[config.mk]
export PLATFORM = sky130hd
export DESIGN_NAME = uef_top
export DESIGN_NICKNAME = d
export VERILOG_FILES = /design/src/design/uef_top.v /design/src/design/uef_ep_fifo.v
export VERILOG_INCLUDE_DIRS = /design/src /design/src/design
export SDC_FILE = /design/constraint.sdc
export NUM_CORES = 2
export LEC_CHECK = 0
export ABC_AREA = 0
export BUFFER_PORTS_ARGS = -buffer_cell sky130_fd_sc_hd__buf_2
export CAP_MARGIN = 5
export CORE_MARGIN = 2
export CORE_UTILIZATION = 50
export CTS_CLUSTER_SIZE = 25
export DETAILED_ROUTE_END_ITERATION = 10
export PLACE_DENSITY = 0.77
export RECOVER_POWER = 50
export REMOVE_ABC_BUFFERS = 1
export SYNTH_ARGS = -nofsm -noshare
export SYNTH_HDL_FRONTEND = slang
export SYNTH_SLANG_ARGS = --single-unit
export TNS_END_PERCENT = 10
[constraint.sdc]
create_clock -name clk -period 3.2 [get_ports clk]
set_clock_uncertainty 0.05 [all_clocks]
set_input_delay 0.16 -clock clk [delete_from_list [all_inputs] [get_ports clk]]
set_output_delay 0.16 -clock clk [all_outputs]
set_load 0.03 [all_outputs]
[src/design/uef_map.vh]
// Purpose: offsets, field positions, reset values for the endpoint flag/fifo/frame block
// Assumes: special-function register space with 8-bit addresses
// Notes:   included by bare name
`ifndef UEF_MAP_VH
`define UEF_MAP_VH

// ----------------------------------------------------------------
// register offsets
// ----------------------------------------------------------------
`define UEF_OFS_FRAME_LOW   8'hba
`define UEF_OFS_FIFO_DATA   8'hcf
`define UEF_OFS_BYTE_COUNT  8'he2
`define UEF_OFS_IRQ_FLAGS   8'hf8

// ----------------------------------------------------------------
// field positions and reset values
// ----------------------------------------------------------------
`define UEF_NUM_EP          3
`define UEF_SRC_BITS        5
`define UEF_CNT_BITS        7
`define UEF_RST_IRQ_FLAGS   8'h00
`define UEF_RST_BYTE_COUNT  7'h00
`define UEF_RST_FRAME       11'h000
`define UEF_FIFO_DEPTH      64

`endif

[src/design/uef_top.v]
// Purpose: endpoint interrupt flags, fifo data port, byte count and frame number low
// Assumes: cpu register port on the cpu clock; usb engine events same clock
// Notes:   register reads are registered; read data valid one cycle after sfr_rd
`timescale 1ns/1ps
`include "uef_map.vh"

module uef_top #(
  parameter DEPTH = `UEF_FIFO_DEPTH,
  parameter AW    = 6
) (
  // clock, reset, enable
  input  wire                      clk,
  input  wire                      nrst,
  input  wire                      ce,
  // cpu register port
  input  wire [7:0]                sfr_addr,
  input  wire                      sfr_wr,
  input  wire                      sfr_rd,
  input  wire [7:0]                sfr_wdata,
  output reg  [7:0]                sfr_rdata,
  // settings from neighbouring registers
  input  wire [1:0]                endpoint_select,
  input  wire [2:0]                endpoint_irq_enable,
  // endpoint status sources, 5 bits per endpoint
  input  wire [3*`UEF_SRC_BITS-1:0] endpoint_status_src,
  // usb engine side: received bytes and start of frame
  input  wire                      rx_push,
  input  wire [1:0]                rx_ep,
  input  wire [7:0]                rx_byte,
  input  wire                      sof_valid,
  input  wire                      sof_crc_ok,
  input  wire [10:0]               sof_frame,
  // engine pop request, and outputs to engine and cpu
  input  wire                      tx_pop,
  input  wire [1:0]                tx_ep,
  output reg  [7:0]                tx_byte,
  output reg  [2:0]                endpoint_interrupt_flags,
  output reg                       usb_irq,
  output reg  [10:0]               frame_number
);

  // ----------------------------------------------------------------
  // decode
  // ----------------------------------------------------------------
  function hit;
    input [7:0] a;
    input [7:0] ofs;
    begin
      hit = (a == ofs);
    end
  endfunction

  wire data_wr = ce && sfr_wr && hit(sfr_addr, `UEF_OFS_FIFO_DATA);
  wire data_rd = ce && sfr_rd && hit(sfr_addr, `UEF_OFS_FIFO_DATA);

  // ----------------------------------------------------------------
  // per-endpoint fifos
  // ----------------------------------------------------------------
  wire [7:0]                 ep_rdata [0:2];
  wire [`UEF_CNT_BITS-1:0]   ep_cnt   [0:2];
  wire [2:0]                 src_any;

  genvar g;
  generate
    for (g = 0; g < `UEF_NUM_EP; g = g + 1) begin : g_ep
      wire sel_g = (endpoint_select == g);
      // cpu writes push toward host, engine receive pushes too
      wire push_g = (data_wr && sel_g) || (ce && rx_push && (rx_ep == g));
      wire pop_g  = (data_rd && sel_g) || (ce && tx_pop && (tx_ep == g));
      uef_ep_fifo #(
        .DEPTH (DEPTH),
        .AW    (AW),
        .CW    (`UEF_CNT_BITS)
      ) u_fifo (
        .clk   (clk),
        .nrst  (nrst),
        .ce    (ce),
        .push  (push_g),
        .wdata ((data_wr && sel_g) ? sfr_wdata : rx_byte),
        .pop   (pop_g),
        .rdata (ep_rdata[g]),
        .count (ep_cnt[g])
      );
      // any of five status sources
      assign src_any[g] = |endpoint_status_src[g*`UEF_SRC_BITS +: `UEF_SRC_BITS];
    end
  endgenerate

  // ----------------------------------------------------------------
  // selected endpoint views
  // ----------------------------------------------------------------
  wire [1:0] sel_ix = (endpoint_select == 2'd3) ? 2'd0 : endpoint_select;
  wire [1:0] tx_ix  = (tx_ep == 2'd3) ? 2'd0 : tx_ep;
  wire [`UEF_CNT_BITS-1:0] sel_cnt = ep_cnt[sel_ix];

  // ----------------------------------------------------------------
  // flags follow sources; cleared only when all sources clear
  // ----------------------------------------------------------------
  always @(posedge clk or negedge nrst) begin
    if (!nrst) begin
      endpoint_interrupt_flags <= 3'b000;
      usb_irq                  <= 1'b0;
    end else if (ce) begin
      endpoint_interrupt_flags <= src_any;
      usb_irq <= |(src_any & endpoint_irq_enable);
    end
  end

  // ----------------------------------------------------------------
  // frame number from good start of frame
  // ----------------------------------------------------------------
  always @(posedge clk or negedge nrst) begin
    if (!nrst) begin
      frame_number <= `UEF_RST_FRAME;
    end else if (ce && sof_valid && sof_crc_ok) begin
      frame_number <= sof_frame;
    end
  end

  // ----------------------------------------------------------------
  // register read mux and engine byte
  // ----------------------------------------------------------------
  always @(posedge clk or negedge nrst) begin
    if (!nrst) begin
      sfr_rdata <= 8'h00;
      tx_byte   <= 8'h00;
    end else if (ce) begin
      if (tx_pop) begin
        tx_byte <= ep_rdata[tx_ix];
      end
      if (sfr_rd) begin
        case (sfr_addr)
          `UEF_OFS_FRAME_LOW:  sfr_rdata <= frame_number[7:0];
          `UEF_OFS_FIFO_DATA:  sfr_rdata <= ep_rdata[sel_ix];
          `UEF_OFS_BYTE_COUNT: sfr_rdata <= {1'b0, sel_cnt};
          `UEF_OFS_IRQ_FLAGS:  sfr_rdata <= {5'h00, endpoint_interrupt_flags};
          default:             sfr_rdata <= 8'h00;
        endcase
      end
    end
  end

endmodule

[src/design/uef_ep_fifo.v]
// Purpose: one endpoint byte fifo with occupancy count
// Assumes: single clock; a push when full or a pop when empty is dropped by the full/empty guards
// Notes:   contents are undefined after reset
`timescale 1ns/1ps

module uef_ep_fifo #(
  parameter DEPTH = 64,
  parameter AW    = 6,
  parameter CW    = 7
) (
  // clock and reset
  input  wire          clk,
  input  wire          nrst,
  input  wire          ce,
  // byte ports
  input  wire          push,
  input  wire [7:0]    wdata,
  input  wire          pop,
  output wire [7:0]    rdata,
  output wire [CW-1:0] count
);

  // full level sized to the count, so compares need no part-select of a parameter
  localparam [CW-1:0] FULL = DEPTH;

  reg [7:0]    mem_r [0:DEPTH-1];
  reg [AW-1:0] wp_r;
  reg [AW-1:0] rp_r;
  reg [CW-1:0] cnt_r;

  assign rdata = mem_r[rp_r];
  assign count = cnt_r;

  // storage, no reset on data
  always @(posedge clk) begin
    if (ce && push && (cnt_r != FULL)) begin
      mem_r[wp_r] <= wdata;
    end
  end

  // pointers and count, full/empty guarded
  always @(posedge clk or negedge nrst) begin
    if (!nrst) begin
      wp_r  <= {AW{1'b0}};
      rp_r  <= {AW{1'b0}};
      cnt_r <= {CW{1'b0}};
    end else if (ce) begin
      if (push && (cnt_r != FULL)) begin
        wp_r <= wp_r + 1'b1;
      end
      if (pop && (cnt_r != {CW{1'b0}})) begin
        rp_r <= rp_r + 1'b1;
      end
      cnt_r <= cnt_r + {{(CW-1){1'b0}}, push && (cnt_r != FULL)}
                     - {{(CW-1){1'b0}}, pop && (cnt_r != {CW{1'b0}})};
    end
  end

endmodule

==> flow_summary.ini <==
[floorplan]
die_h_um = 366
row_count = 132
die_x_um = 366
initial_utilization = 0.505
core_mm2 = 0.130
dieArea_mm2 = 0.134
io_pins = 99

[critical_path]
worstSetupEndpointType = register
crit_path_cell_trace = buf_12, mux4_2, nor2b_1, a2111oi_0, a31oi_1, a21oi_1, buf_4, nor2_1, or3_1
cp_top_family = compound AO/OA/AOI/OAI gates
required_ns = 3.83
r2r_slack_ns = 0.07
cp.buffers_inverters = 2
r2r-start = g_ep[2].u_fifo.rp_r[0]
worstReg2RegEnd = tx_byte[4]
start_kind = register
critPathKind = register to register
crit_path_max_incr_delay_ns = 0.59
crit_arrival_ns = 3.76
crit_fanout = 26
critPathSlowestCell = mux4_2
reg2reg_depth = 9

[worst_hold_path]
whs_endpoint = g_ep[1].u_fifo.mem_r[48][3]
whs_path_depth = 2
min_path_type = input port to register
timing.hold.worst.start = rx_byte[3]

[run_status]
outcome = complete, but fails checks
violations = max-capacitance violations, max-slew violations

[sta]
tightest_slew_ns = 1.74
hold_viol = 0
slew_headroom = -0.160
fin_crit_sh = 0.977
setup_viol = 0
max_freq_mhz = 320
fin_setup_tns_ns = 0
rsz0062_at_grt = yes
slew_violations = 29
fin_crit_ns = 3.13

[finish]
final_nets = 4155
areaGrowthSynthToFinish_pct = 17.0
filler_cell_count = 9015
drive_gt1_frac = 0.278
design_area_mm2 = 0.0766
layout_common_cells = edfxtp_1, buf_4, mux4_2, nor2_1, mux2i_1
final_common_cell = edfxtp_1

[cts]
numCtsBuffers = 158
clock_latency_ns = 0.81
htree_levels = 4
clkTransAtPathRegs_ns = 0.06
cts_sinks = 1624
root_buffer = clkbuf_16
cts_buffer_depth = 3
cts_tree = done

[synthesis]
yosysTopAreaCellShare = 0.705
synth_edf_count = 1536
yosysWarningCount = 0
synth_ff_type = edfxtp_1
synth_cell_types = 82
avgSynthCellArea_um2 = 18.8
synth.cell_area_mm2 = 0.0654
synth_seq_cells = 1624
async_reset_ff_frac = 0.0542
seq_area_frac_synth = 0.738
yosysTopAreaCell = edfxtp_1
syn_inst = 3478
synth_area_leaders = edfxtp_1, mux4_2, dfrtp_1

[route]
drt_pre_antenna_iters = 8
drc = 0
avgViaCountPerCell = 6.24
postRouteAntennaNets = 0
wirelength_mm = 167
drtIter0Drc = 5425
wl_per_cell_um = 28.3
vias = 36900

[placement]
io_buffers = 98
dpl_cell_area_mm2 = 0.0708
dpl.hpwl_mm = 106
gp_congestion = 0.925

[pwr]
power.density_mw_per_mm2 = 778
p_leak_nw = 25.8
peakVddDrop_uv = 650

[global_route]
first_global_vias = 37100
antenna_found_initial = 7
grt_max_degree = 65
grt.total_usage = 0.248
grt_pass1_wl_mm = 245
grt.overflow.total = 0

[run]
drv_cap = 1
==> report_power, final <==
part / switching [mW] / leakage [nW] / internal (mW)
Combinational: 9.41 / 8.44 / 7.58
Clock: 8.05 / 2.46 / 10.1
Sequential: 0.780 / 14.9 / 23.7
==> worst max-delay path by stage <==
stage / from / end / cells after the start
2_1_floorplan: g_ep[2].u_fifo.rp_r[0] / sfr_rdata[7] / 6
3_3_place_gp: g_ep[0].u_fifo.count[5] / g_ep[0].u_fifo.count[6] / 17
3_5_place_dp: g_ep[0].u_fifo.count[4] / g_ep[0].u_fifo.count[6] / 17
4_1_cts: sfr_addr[5] / g_ep[0].u_fifo.mem_r[36][3] / 12
5_1_grt: g_ep[0].u_fifo.count[5] / g_ep[0].u_fifo.count[6] / 17
6_report: g_ep[2].u_fifo.rp_r[0] / tx_byte[4] / 9
==> through the flow <==
step	instances	power (mW)	hold slack (ns)	util	setup WS (ns)
2_1_floorplan	3280	34.5	-0.186	-	-4.23
3_3_place_gp	5571	40.9	0.153	0.546	-0.0895
3_5_place_dp	5571	41.1	0.162	0.546	-0.106
4_1_cts	5913	59.3	0.0111	0.589	0.00811
5_1_grt	5918	61.4	0.0485	0.591	-0.0260
6_report	5918	59.6	0.0478	0.591	0.0745
==> cells by family after synthesis <==
kind of cell | count (synthesis) | share of synthesized area
xor gates and xnor gates | 43 | 0.00575
buffers and inverters | 239 | 0.0190
AOI/OAI and AO/OA | 419 | 0.0458
DFF | 1624 | 0.738
adders and majority gates | 36 | 0.00723
muxes | 549 | 0.143
and+or+nand+nor | 568 | 0.0409
==> flip-flops by register name (all words and copies together) (netlist names), 3 cells and up <==
signal                    flops
g_ep.u_fifo.mem_r          1536
g_ep.u_fifo.count            21
g_ep.u_fifo.rp_r             18
g_ep.u_fifo.wp_r             18
frame_number                 11
sfr_rdata                     8
tx_byte                       8
endpoint_interrupt_flags      3
==> metal layers <==
metal  vias up  global-route usage  wire [um]
li1      15300                   -          -
met1     18800               0.343      62600
met2      2456               0.379      77400
met3       379              0.0701      21600
met4         8              0.0865       5670
met5         -                   0         54
==> area by class of cell <==
type / instances / area [um^2] / share of cell area
Antenna cell: 1 / 2.50 / 0.0000327
Clock buffer: 203 / 4210 / 0.0549
Clock inverter: 81 / 861 / 0.0112
Inverter: 41 / 154 / 0.00201
Multi-Input combinational cell: 1615 / 16000 / 0.209
Sequential cell: 1624 / 48400 / 0.631
Tap cell: 1742 / 2180 / 0.0285
Timing Repair Buffer: 611 / 4810 / 0.0629
==> synth_stat cells (15+ instances only) <==
cell type / number
a211oi_1: 32
a21oi_1: 86
a221oi_1: 27
a22o_1: 19
a22oi_1: 65
buf_1: 18
buf_2: 55
buf_4: 25
buf_6: 18
clkbuf_1: 76
dfrtp_1: 88
edfxtp_1: 1536
ha_1: 33
inv_1: 40
mux2_2: 67
mux2i_1: 186
mux4_1: 22
mux4_2: 273
nand2_1: 102
nand3_1: 59
nand3b_1: 18
nand4_1: 15
nor2_1: 245
nor2b_1: 25
nor3_1: 28
o21ai_0: 42
o221ai_1: 37
o22ai_1: 30
xnor2_1: 36
==> timing repair <==
action	in CTS	in global routing
endpoints found under the hold margin	141	0
hold buffers	51	0
resized for setup	3	32
gates cloned	0	0
endpoints found under the setup margin	2	99
pin swaps	1	4
buffers inserted	7	3
Note: power is estimated with default switching activity, not from simulation.
